===== src/cco_pkg.sv =====
// Package: register map, field layout, reset values and timing constants
package cco_pkg;

    // ------------------------------------------------------------------
    // Register offsets (byte addresses, one 32-bit word each)
    // ------------------------------------------------------------------
    localparam int CCO_ADR_W = 8;
    localparam logic [7:0] CCO_CTRL_OFS = 8'h00;
    localparam logic [7:0] CCO_CMP_OFS = 8'h04;
    localparam logic [7:0] CCO_HYST_OFS = 8'h08;
    localparam logic [7:0] CCO_PULSE_OFS = 8'h0c;
    localparam logic [7:0] CCO_STATUS_OFS = 8'h10;
    localparam logic [7:0] CCO_IRQ_STAT_OFS = 8'h14;
    localparam logic [7:0] CCO_IRQ_MASK_OFS = 8'h18;

    // ------------------------------------------------------------------
    // Field positions
    // ------------------------------------------------------------------
    localparam int CTRL_MODE_LSB = 0;
    localparam int CTRL_DIR_LSB = 2;
    localparam int CTRL_HWG_BIT = 4;
    localparam int CTRL_SWG_BIT = 5;
    localparam int CTRL_MAN_BIT = 6;
    localparam int CTRL_IE_RISE_BIT = 8;
    localparam int CTRL_IE_FALL_BIT = 9;
    localparam int CTRL_IE_CMP_BIT = 10;
    localparam int CTRL_W = 11;
    localparam int ST_FLAG_BIT = 0;
    localparam int ST_OUT_BIT = 1;
    localparam int ST_GATE_BIT = 2;
    localparam int ST_PULSE_BIT = 3;
    localparam int IRQ_RISE_BIT = 0;
    localparam int IRQ_FALL_BIT = 1;
    localparam int IRQ_CMP_BIT = 2;
    localparam int IRQ_W = 3;
    localparam int HYST_W = 8;
    localparam int PULSE_W = 8;

    // ------------------------------------------------------------------
    // Reset values
    // ------------------------------------------------------------------
    localparam logic [CTRL_W-1:0] CTRL_RST = 11'h0;
    localparam logic [31:0] CMP_RST = 32'h0000_0000;
    localparam logic [HYST_W-1:0] HYST_RST = 8'h00;
    localparam logic [PULSE_W-1:0] PULSE_RST = 8'h00;
    localparam logic [IRQ_W-1:0] IRQ_RST = 3'h0;

    // ------------------------------------------------------------------
    // Timing: pulse length is set in steps of 2 ms, 0 to 510 ms
    // ------------------------------------------------------------------
    localparam int CLK_HZ = 10_000_000;
    localparam int PULSE_STEP_MS = 2;
    localparam int PULSE_MAX_MS = 510;
    localparam int PULSE_STEP_CYCLES = PULSE_STEP_MS * (CLK_HZ / 1000);

    // ------------------------------------------------------------------
    // Modes
    // ------------------------------------------------------------------
    typedef enum logic [1:0] {
        MODE_NONE, MODE_GE, MODE_LE, MODE_PULSE
    } cco_mode_e;
    typedef enum logic [1:0] {
        DIR_NONE, DIR_UP, DIR_DOWN, DIR_RSVD
    } cco_dir_e;

endpackage : cco_pkg


===== src/cco_tick_if.sv =====
// Interface: restart and tick between the compare logic and the step timer
`timescale 1ns/10ps
interface cco_tick_if;
    logic restart;
    logic tick;
    modport ctrl (output restart, input tick);
    modport timer (input restart, output tick);
endinterface : cco_tick_if


===== src/cco_counter_compare_output.sv =====
// Compare output, gate and interrupt logic for one counter channel
//
// Design decisions made here: the Wishbone interface to the registers and the address map.
`timescale 1ns/10ps

module cco_counter_compare_output #(
    parameter int STEP_CYCLES = cco_pkg::PULSE_STEP_CYCLES
) (
    input wire logic clk_i,                     // System clock, 10 MHz
    input wire logic rst_i,                     // Sync reset, active high
    input wire logic wb_cyc_i,                  // Wishbone cycle
    input wire logic wb_stb_i,                  // Wishbone strobe
    input wire logic wb_we_i,                   // Wishbone write enable
    input wire logic [cco_pkg::CCO_ADR_W-1:0] wb_adr_i, // Byte address
    input wire logic [3:0] wb_sel_i,            // Byte lane selects
    input wire logic [31:0] wb_dat_i,           // Write data
    output logic [31:0] wb_dat_o,               // Read data
    output logic wb_ack_o,                      // Acknowledge
    input wire logic [31:0] count_i,            // Count value, signed
    input wire logic count_up_i,                // 1 = counting up
    input wire logic hardware_gating_input_i,   // Gate pin, asynchronous
    output logic gate_open_o,                   // Counting enabled
    output logic digital_out_o,                 // Channel output
    output logic compare_status_flag_o,         // Comparator status
    output logic irq_gate_rise_o,               // Request pulse, gate 0-1
    output logic irq_gate_fall_o,               // Request pulse, gate 1-0
    output logic irq_cmp_o,                     // Request pulse, compare
    output logic irq_o                          // Level, unmasked pending
);
    import cco_pkg::*;

    typedef enum {PS_IDLE, PS_TIMED, PS_HOLD} cco_pulse_e;

    // ------------------------------------------------------------------
    // Register bus
    // ------------------------------------------------------------------
    logic [CTRL_W-1:0] ctrl_reg;
    logic [31:0] cmp_reg;
    logic [HYST_W-1:0] hyst_reg;
    logic [PULSE_W-1:0] pulse_reg;
    logic [IRQ_W-1:0] irq_stat_reg;
    logic [IRQ_W-1:0] irq_stat_next;
    logic [IRQ_W-1:0] irq_mask_reg;
    logic ack_reg;
    logic [31:0] rdat_reg;

    wire bus_req = wb_cyc_i & wb_stb_i;
    // Writes and read side effects land on the edge where ack is seen
    wire bus_done = bus_req & ack_reg;
    wire bus_wr = bus_done & wb_we_i;
    wire bus_rd = bus_done & ~wb_we_i;
    wire [31:0] wmask = {{8{wb_sel_i[3]}}, {8{wb_sel_i[2]}},
                         {8{wb_sel_i[1]}}, {8{wb_sel_i[0]}}};

    wire sel_ctrl = (wb_adr_i == CCO_CTRL_OFS);
    wire sel_cmp = (wb_adr_i == CCO_CMP_OFS);
    wire sel_hyst = (wb_adr_i == CCO_HYST_OFS);
    wire sel_pulse = (wb_adr_i == CCO_PULSE_OFS);
    wire sel_status = (wb_adr_i == CCO_STATUS_OFS);
    wire sel_istat = (wb_adr_i == CCO_IRQ_STAT_OFS);
    wire sel_imask = (wb_adr_i == CCO_IRQ_MASK_OFS);

    wire [31:0] ctrl_w = ({21'h0, ctrl_reg} & ~wmask)
                       | (wb_dat_i & wmask);
    wire [31:0] cmp_w = (cmp_reg & ~wmask) | (wb_dat_i & wmask);
    wire [HYST_W-1:0] hyst_w = wb_sel_i[0] ? wb_dat_i[HYST_W-1:0]
                                           : hyst_reg;
    // 8-bit field in 2 ms steps covers exactly 0..510 ms
    wire [PULSE_W-1:0] pulse_w = wb_sel_i[0] ? wb_dat_i[PULSE_W-1:0]
                                             : pulse_reg;
    wire [IRQ_W-1:0] imask_w = wb_sel_i[0] ? wb_dat_i[IRQ_W-1:0]
                                           : irq_mask_reg;

    // ------------------------------------------------------------------
    // Control fields
    // ------------------------------------------------------------------
    wire cco_mode_e mode = cco_mode_e'(ctrl_reg[CTRL_MODE_LSB +: 2]);
    wire cco_dir_e main_dir = cco_dir_e'(ctrl_reg[CTRL_DIR_LSB +: 2]);
    wire hardware_gating_input_en = ctrl_reg[CTRL_HWG_BIT];
    wire software_gating_control = ctrl_reg[CTRL_SWG_BIT];
    wire manual_out = ctrl_reg[CTRL_MAN_BIT];
    wire ie_rise = ctrl_reg[CTRL_IE_RISE_BIT];
    wire ie_fall = ctrl_reg[CTRL_IE_FALL_BIT];
    wire ie_cmp = ctrl_reg[CTRL_IE_CMP_BIT];

    // ------------------------------------------------------------------
    // Hardware gate pin
    // ------------------------------------------------------------------
    logic gate_lvl;
    logic gate_rise;
    logic gate_fall;

    cco_sync u_gate_sync (
        .clk_i(clk_i),
        .rst_i(rst_i),
        .d_i(hardware_gating_input_i),
        .q_o(gate_lvl),
        .rise_o(gate_rise),
        .fall_o(gate_fall)
    );

    wire gate_open_next = software_gating_control
                        & (~hardware_gating_input_en | gate_lvl);

    // ------------------------------------------------------------------
    // Comparison arithmetic, 33-bit signed to avoid wrap at the limits
    // ------------------------------------------------------------------
    // Settings 0 and 1 both mean no band
    wire [HYST_W-1:0] hyst_eff = (hyst_reg > 8'h01) ? hyst_reg
                                                    : 8'h00;
    wire signed [32:0] cnt_x = {count_i[31], count_i};
    wire signed [32:0] cmp_x = {cmp_reg[31], cmp_reg};
    wire signed [32:0] hyst_x = {25'h0, hyst_eff};
    wire signed [32:0] band_lo = cmp_x - hyst_x;
    wire signed [32:0] band_hi = cmp_x + hyst_x;

    wire ge_set = (cnt_x >= cmp_x);
    wire ge_clr = (cnt_x < band_lo);
    wire le_set = (cnt_x <= cmp_x);
    wire le_clr = (cnt_x > band_hi);
    wire in_band = (cnt_x >= band_lo) && (cnt_x <= band_hi);

    logic [31:0] prev_cnt_reg;
    // Reaching means arriving at the value, not sitting on it
    wire arrive = (count_i == cmp_reg) && (prev_cnt_reg != count_i);
    wire dir_ok = (main_dir == DIR_UP) ? count_up_i :
                  (main_dir == DIR_DOWN) ? ~count_up_i :
                  1'b1;
    wire reach = arrive & dir_ok & (mode == MODE_PULSE);

    // ------------------------------------------------------------------
    // Level comparator with hysteresis
    // ------------------------------------------------------------------
    logic lvl_reg;
    logic lvl_next;

    always_comb begin
        lvl_next = 1'b0;
        case (mode)
            MODE_GE: begin
                if (ge_set) begin
                    lvl_next = 1'b1;
                end else if (ge_clr) begin
                    lvl_next = 1'b0;
                end else begin
                    lvl_next = lvl_reg;
                end
            end
            MODE_LE: begin
                if (le_set) begin
                    lvl_next = 1'b1;
                end else if (le_clr) begin
                    lvl_next = 1'b0;
                end else begin
                    lvl_next = lvl_reg;
                end
            end
            default: lvl_next = 1'b0;
        endcase
    end

    // ------------------------------------------------------------------
    // Pulse sequencer
    // ------------------------------------------------------------------
    cco_pulse_e ps_reg;
    cco_pulse_e ps_next;
    logic [PULSE_W-1:0] rem_reg;
    logic [PULSE_W-1:0] rem_next;

    cco_tick_if tick_if ();

    cco_timer #(
        .STEP_CYCLES(STEP_CYCLES)
    ) u_step_timer (
        .clk_i(clk_i),
        .rst_i(rst_i),
        .tif(tick_if)
    );

    always_comb begin
        ps_next = ps_reg;
        rem_next = rem_reg;
        tick_if.restart = 1'b0;
        case (ps_reg)
            PS_IDLE: begin
                if (reach && (pulse_reg == '0)) begin
                    ps_next = PS_HOLD;
                end else if (reach) begin
                    // Length is captured here; later writes wait
                    ps_next = PS_TIMED;
                    rem_next = pulse_reg;
                    tick_if.restart = 1'b1;
                end
            end
            PS_TIMED: begin
                // Further arrivals are ignored until the pulse ends
                if (mode != MODE_PULSE) begin
                    ps_next = PS_IDLE;
                end else if (tick_if.tick) begin
                    rem_next = rem_reg - 1'b1;
                    if (rem_reg == 8'h01) begin
                        ps_next = PS_IDLE;
                    end
                end
            end
            PS_HOLD: begin
                if ((mode != MODE_PULSE) || !in_band) begin
                    ps_next = PS_IDLE;
                end
            end
            default: ps_next = PS_IDLE;
        endcase
    end

    // ------------------------------------------------------------------
    // Output selection
    // ------------------------------------------------------------------
    logic out_reg;
    logic flag_reg;
    wire pulse_on = (ps_next != PS_IDLE);
    wire out_next = (mode == MODE_NONE) ? manual_out :
                    (mode == MODE_PULSE) ? pulse_on :
                    lvl_next;
    wire flag_next = (mode == MODE_NONE) ? 1'b0 :
                     (mode == MODE_PULSE) ? pulse_on :
                     lvl_next;

    // ------------------------------------------------------------------
    // Interrupt events
    // ------------------------------------------------------------------
    logic ev_rise_reg;
    logic ev_fall_reg;
    logic ev_cmp_reg;
    wire ev_rise = gate_rise & software_gating_control & ie_rise;
    wire ev_fall = gate_fall & software_gating_control & ie_fall;
    wire ev_cmp = flag_next & ~flag_reg & ie_cmp;
    wire [IRQ_W-1:0] ev_vec = {ev_cmp_reg, ev_fall_reg, ev_rise_reg};

    // A read clears the sticky bits, but a new event in that cycle wins
    always_comb begin
        irq_stat_next = irq_stat_reg;
        if (bus_rd && sel_istat) begin
            irq_stat_next = '0;
        end
        irq_stat_next = irq_stat_next | ev_vec;
    end

    // ------------------------------------------------------------------
    // Read mux
    // ------------------------------------------------------------------
    wire [31:0] status_word = {28'h0000000, (ps_reg != PS_IDLE),
                               gate_open_o, out_reg, flag_reg};
    wire [31:0] rdat_mux =
        sel_ctrl ? {21'h0, ctrl_reg} :
        sel_cmp ? cmp_reg :
        sel_hyst ? {24'h000000, hyst_reg} :
        sel_pulse ? {24'h000000, pulse_reg} :
        sel_status ? status_word :
        sel_istat ? {29'h0, irq_stat_reg} :
        sel_imask ? {29'h0, irq_mask_reg} :
        32'h0000_0000;

    // ------------------------------------------------------------------
    // Registers
    // ------------------------------------------------------------------
    always_ff @(posedge clk_i) begin
        if (rst_i) begin
            ack_reg <= 1'b0;
            rdat_reg <= 32'h0000_0000;
        end else begin
            ack_reg <= bus_req & ~ack_reg;
            if (bus_req && !ack_reg) begin
                rdat_reg <= rdat_mux;
            end
        end
    end

    always_ff @(posedge clk_i) begin
        if (rst_i) begin
            ctrl_reg <= CTRL_RST;
            cmp_reg <= CMP_RST;
            hyst_reg <= HYST_RST;
            pulse_reg <= PULSE_RST;
            irq_mask_reg <= IRQ_RST;
        end else if (bus_wr) begin
            if (sel_ctrl) begin
                ctrl_reg <= ctrl_w[CTRL_W-1:0];
            end else if (sel_cmp) begin
                cmp_reg <= cmp_w;
            end else if (sel_hyst) begin
                hyst_reg <= hyst_w;
            end else if (sel_pulse) begin
                pulse_reg <= pulse_w;
            end else if (sel_imask) begin
                irq_mask_reg <= imask_w;
            end
        end
    end

    always_ff @(posedge clk_i) begin
        if (rst_i) begin
            ps_reg <= PS_IDLE;
            rem_reg <= '0;
            lvl_reg <= 1'b0;
            prev_cnt_reg <= 32'h0000_0000;
            out_reg <= 1'b0;
            flag_reg <= 1'b0;
            gate_open_o <= 1'b0;
        end else begin
            ps_reg <= ps_next;
            rem_reg <= rem_next;
            lvl_reg <= lvl_next;
            prev_cnt_reg <= count_i;
            out_reg <= out_next;
            flag_reg <= flag_next;
            gate_open_o <= gate_open_next;
        end
    end

    always_ff @(posedge clk_i) begin
        if (rst_i) begin
            ev_rise_reg <= 1'b0;
            ev_fall_reg <= 1'b0;
            ev_cmp_reg <= 1'b0;
            irq_stat_reg <= IRQ_RST;
        end else begin
            ev_rise_reg <= ev_rise;
            ev_fall_reg <= ev_fall;
            ev_cmp_reg <= ev_cmp;
            irq_stat_reg <= irq_stat_next;
        end
    end

    // ------------------------------------------------------------------
    // Outputs
    // ------------------------------------------------------------------
    assign wb_ack_o = ack_reg;
    assign wb_dat_o = rdat_reg;
    assign digital_out_o = out_reg;
    assign compare_status_flag_o = flag_reg;
    assign irq_gate_rise_o = ev_rise_reg;
    assign irq_gate_fall_o = ev_fall_reg;
    assign irq_cmp_o = ev_cmp_reg;
    assign irq_o = |(irq_stat_reg & irq_mask_reg);

endmodule : cco_counter_compare_output


===== src/cco_sync.sv =====
// Two-stage synchroniser with edge pulses for an asynchronous pin
`timescale 1ns/10ps
module cco_sync (
    input wire logic clk_i,  // System clock
    input wire logic rst_i,  // Synchronous reset, active high
    input wire logic d_i,    // Asynchronous pin level
    output logic q_o,        // Synchronised level
    output logic rise_o,     // One-cycle pulse on 0-1 edge
    output logic fall_o      // One-cycle pulse on 1-0 edge
);
    logic meta_reg;
    logic sync_reg;
    logic last_reg;

    // Only sync_reg reads meta_reg; edges compare the two later stages
    always_ff @(posedge clk_i) begin
        if (rst_i) begin
            meta_reg <= 1'b0;
            sync_reg <= 1'b0;
            last_reg <= 1'b0;
        end else begin
            meta_reg <= d_i;
            sync_reg <= meta_reg;
            last_reg <= sync_reg;
        end
    end

    assign q_o = sync_reg;
    assign rise_o = sync_reg & ~last_reg;
    assign fall_o = ~sync_reg & last_reg;
endmodule : cco_sync


===== src/cco_timer.sv =====
// Step timer: one tick every STEP_CYCLES, restartable
`timescale 1ns/10ps
module cco_timer #(
    parameter int STEP_CYCLES = cco_pkg::PULSE_STEP_CYCLES
) (
    input wire logic clk_i,  // System clock
    input wire logic rst_i,  // Synchronous reset, active high
    cco_tick_if.timer tif    // Restart in, tick out
);
    localparam int CW = $clog2(STEP_CYCLES + 1);
    localparam logic [CW-1:0] LAST = CW'(STEP_CYCLES - 1);

    logic [CW-1:0] cnt_reg;
    wire at_end = (cnt_reg == LAST);

    // Restart re-phases the step so a pulse is timed from its start
    always_ff @(posedge clk_i) begin
        if (rst_i || tif.restart || at_end) begin
            cnt_reg <= '0;
        end else begin
            cnt_reg <= cnt_reg + 1'b1;
        end
    end

    assign tif.tick = at_end & ~tif.restart;
endmodule : cco_timer


===== config.mk =====
export PLATFORM = sky130hd
export DESIGN_NAME = cco_counter_compare_output
export DESIGN_NICKNAME = d
export VERILOG_FILES = /design/src/cco_pkg.sv /design/src/cco_tick_if.sv /design/src/cco_counter_compare_output.sv /design/src/cco_sync.sv /design/src/cco_timer.sv
export SDC_FILE = /design/constraint.sdc
export NUM_CORES = 1
export LEC_CHECK = 0
export ABC_AREA = 0
export BUFFER_PORTS_ARGS = -buffer_cell sky130_fd_sc_hd__buf_2
export CAP_MARGIN = 20
export CORE_MARGIN = 5
export CORE_UTILIZATION = 40
export CTS_CLUSTER_SIZE = 28
export DETAILED_ROUTE_END_ITERATION = 10
export PLACE_DENSITY = 0.59
export SETUP_SLACK_MARGIN = 0.2
export SYNTH_ARGS = -nofsm -noshare
export SYNTH_HDL_FRONTEND = slang
export SYNTH_SLANG_ARGS = --single-unit

===== constraint.sdc =====
create_clock -name clk_i -period 5.1 [get_ports clk_i]
set_clock_uncertainty 0.05 [all_clocks]
set_input_delay 0.51 -clock clk_i [delete_from_list [all_inputs] [get_ports clk_i]]
set_output_delay 0.51 -clock clk_i [all_outputs]
set_load 0.005 [all_outputs]

==> flow_metrics.tcl <==
set metrics [dict create \
    synth_commonest_cells "dfxtp_1 (195), nor2_1 (141), ha_1 (122)" \
    drcViolationCount 0 \
    cp.required_ns 5.40 \
    crit_start "hyst_reg[4]$_SDFFE_PP0P_" \
    fp-row-count 61 \
    min_period_ns 4.91 \
    cellLeakagePower_nw 5.31 \
    overflow 0 \
    antenna_found_initial 1 \
    critPathSlowestCell "a2111oi_2" \
    synth.area.top_cells "dfxtp_1 (35%), ha_1 (13%), a21oi_1 (4.7%)" \
    r2r_slack_ns 0.19 \
    crit_top_cell "buf_4" \
    worstSetupPathType "reg2reg" \
    cts_max_level 4 \
    maxCapViolations 0 \
    worstSetupStartpointType "flip-flop" \
    hold_violations 0 \
    cts_tree "yes" \
    grt_max_degree 61 \
    grt_util_met1_pct 30.6 \
    peakVddDrop_uv 207 \
    critical_path.max_fanout 3 \
    place_hpwl_microns 26700 \
    slew_headroom_pct 29.6 \
    synth_top_area_cell "dfxtp_1" \
    grt_pass1_wl_microns 52700 \
    grt.busiest_layer "met2" \
    final_layout_size_suffix_gt1_share_pct 18.4 \
    gp_congestion 0.948 \
    hold_buffers 0 \
    clockBufferDepth 2 \
    num_antenna_cells 0 \
    grt_usage_pct 21.4 \
    yosysSeqAreaShare_pct 34.5 \
    slew_viol_final 0 \
    cts_buffers 17 \
    ys_async_sr_fraction_pct 0 \
    io_pins 123 \
    synth_ff_type "dfxtp_1" \
    clock-sinks 195 \
    cts_root_buffer "clkbuf_16" \
    r2r_start "hyst_reg[4]$_SDFFE_PP0P_" \
    setup_viol 0 \
    finalNetCount 1696 \
    nFillCells 2683 \
    clk_latency_ns 0.43 \
    die_area_sq_um 31700 \
    worstPathArrival_ns 5.21 \
    ys_warn_count 0 \
    status "completed" \
    min_path_type "in2reg" \
    critPathCaptureType "flip-flop" \
    clk_pin_slew_ns 0.08 \
    viasPerCell 5.34 \
    wl_per_cell_microns 18.1 \
    final_core_util_pct 48.3 \
    grt_use_met2_pct 33.1 \
    fin_crit_sh_pct 96.3 \
    worstMarginPinSlew_ns 1.05 \
    fp.coreArea_sq_um 27900 \
    synth-seq-cells 195 \
    setup_tns_ns 0 \
    p_per_area_nw_per_um2 237 \
    port_buffers 122 \
    hold_ws_ns 0.275 \
    num_vias 10000 \
    hold_depth 3 \
    die_w_microns 178 \
    gr-usage-met3_pct 3.24 \
    r2r-end "irq_cmp_o$_SDFF_PP0_" \
    die_h_microns 178 \
    syn_avg_cell_area_sq_um 8.55 \
    reg2regPathDepth 24 \
    netlist.area_leader.share_pct 34.5 \
    crit_chain "nor4_4 > a21boi_2 > ha_2 > inv_2 > fa_2 > o21bai_1 > a21oi_2 > o21bai_1 > a21oi_2 > buf_4 > buf_4 > buf_4 > buf_4 > xnor2_1 > ha_1 > a211oi_1 > nor2_1 > a2111oi_2 > o22ai_2 > a211o_1 > a311o_1 > a31oi_1 > o21bai_2 > nor3b_2" \
    max_stage_delay_ns 0.57 \
    multiInputGateArea_sq_um 7240 \
    ant_nets 0 \
    regArea_sq_um 3910 \
    rsz0062_at_grt "true" \
    yosysMostFrequentCell "dfxtp_1" \
    synthesis.instances 1323 \
    synth_edf_count 0 \
    firstDrtPassIters 5 \
    area_delta_synth_final_pct 18.9 \
    start_util_pct 40.6 \
    wl_microns 34100 \
    initialDrtViolationCount 725 \
    max_freq_mhz 204 \
    synth_cell_types 79 \
    hp-start "wb_dat_i[12]" \
    netlist_area_sq_um 11300 \
    grt_pass1_vias 9483 \
]
-- what timing repair did --
action                                  4_1_cts  5_1_grt
setup buffers                                11        4
endpoints found under the setup margin        4        5
pin swaps                                    27       22
resized for setup                            28       24
-- cell families (layout without fill, tap and decap cells) --
group	Yosys count	count (layout)	synth area share, %
AND/OR/NAND/NOR	504	504	22.4
AO/OA/AOI/OAI	231	231	12.7
flip-flops	195	195	34.5
adder cells (fa/ha/maj)	124	124	13.8
buffers and inverters	122	272	4.20
XOR/XNOR	100	100	7.74
multiplexers	46	46	4.51
other	1	30	0.0331
-- where the power goes --
group / leakage (nW) / switching (mW) / internal [mW]
logic: 3.43 / 0.168 / 0.105
registers: 1.60 / 0.0120 / 1.55
clock network: 0.287 / 0.683 / 0.661
-- worst max-delay path, delay by kind of cell (launching register included) --
family | cells | cell delay [ns]
AOI/OAI and AO/OA | 12 | 2.57
adders and majority gates | 3 | 0.82
buffers and inverters | 5 | 0.53
DFF | 1 | 0.36
and+or+nand+nor | 3 | 0.32
xor gates and xnor gates | 1 | 0.17
-- metal layers --
metal / routed length [microns] / vias to the layer above
li1: - / 4965
met1: 15900 / 4688
met2: 15000 / 329
met3: 2120 / 62
met4: 1040 / 2
met5: 7 / -
-- cell type report --
| class | instances | area share [%] |
|---|---|---|
| Sequential cell | 195 | 29.1 |
| Timing Repair Buffer | 169 | 7.21 |
| Clock buffer | 18 | 3.19 |
| Tap cell | 378 | 3.52 |
| Inverter | 71 | 1.98 |
| Clock inverter | 14 | 1.25 |
| Multi-Input combinational cell | 1035 | 53.8 |
-- worst max-delay path by stage --
stage | endpoint | cells after the start
after floorplan | irq_cmp_o$_SDFF_PP0_ | 24
after global placement | irq_cmp_o$_SDFF_PP0_ | 24
after detailed placement | irq_cmp_o$_SDFF_PP0_ | 24
after CTS | irq_cmp_o$_SDFF_PP0_ | 24
after global routing | irq_cmp_o$_SDFF_PP0_ | 24
final | irq_cmp_o$_SDFF_PP0_ | 24
-- stage by stage --
step	power, mW	instances	instance area (sq um)	setup slack, ns
final	3.18	1880	13500	0.188
after detailed placement	1.87	1833	12600	-0.182
after floorplan	1.75	1352	11400	0.233
after CTS	3.22	1876	13300	0.130
after global placement	1.86	1833	12600	-0.0428
after global routing	3.31	1880	13500	-0.0638
-- placed cells by master, fill, tap and decap left out, types with 47 or more instances in the layout --
master   netlist  routed
a21oi_1      106      98
nor2_1       141     137
buf_2          5     121
buf_4          0      47
nand2_1      103     103
ha_1         122     120
dfxtp_1      195     190
nand3_1       71      70
xnor2_1       60      59
inv_1         67      65
(Power assumes the default switching activity.)
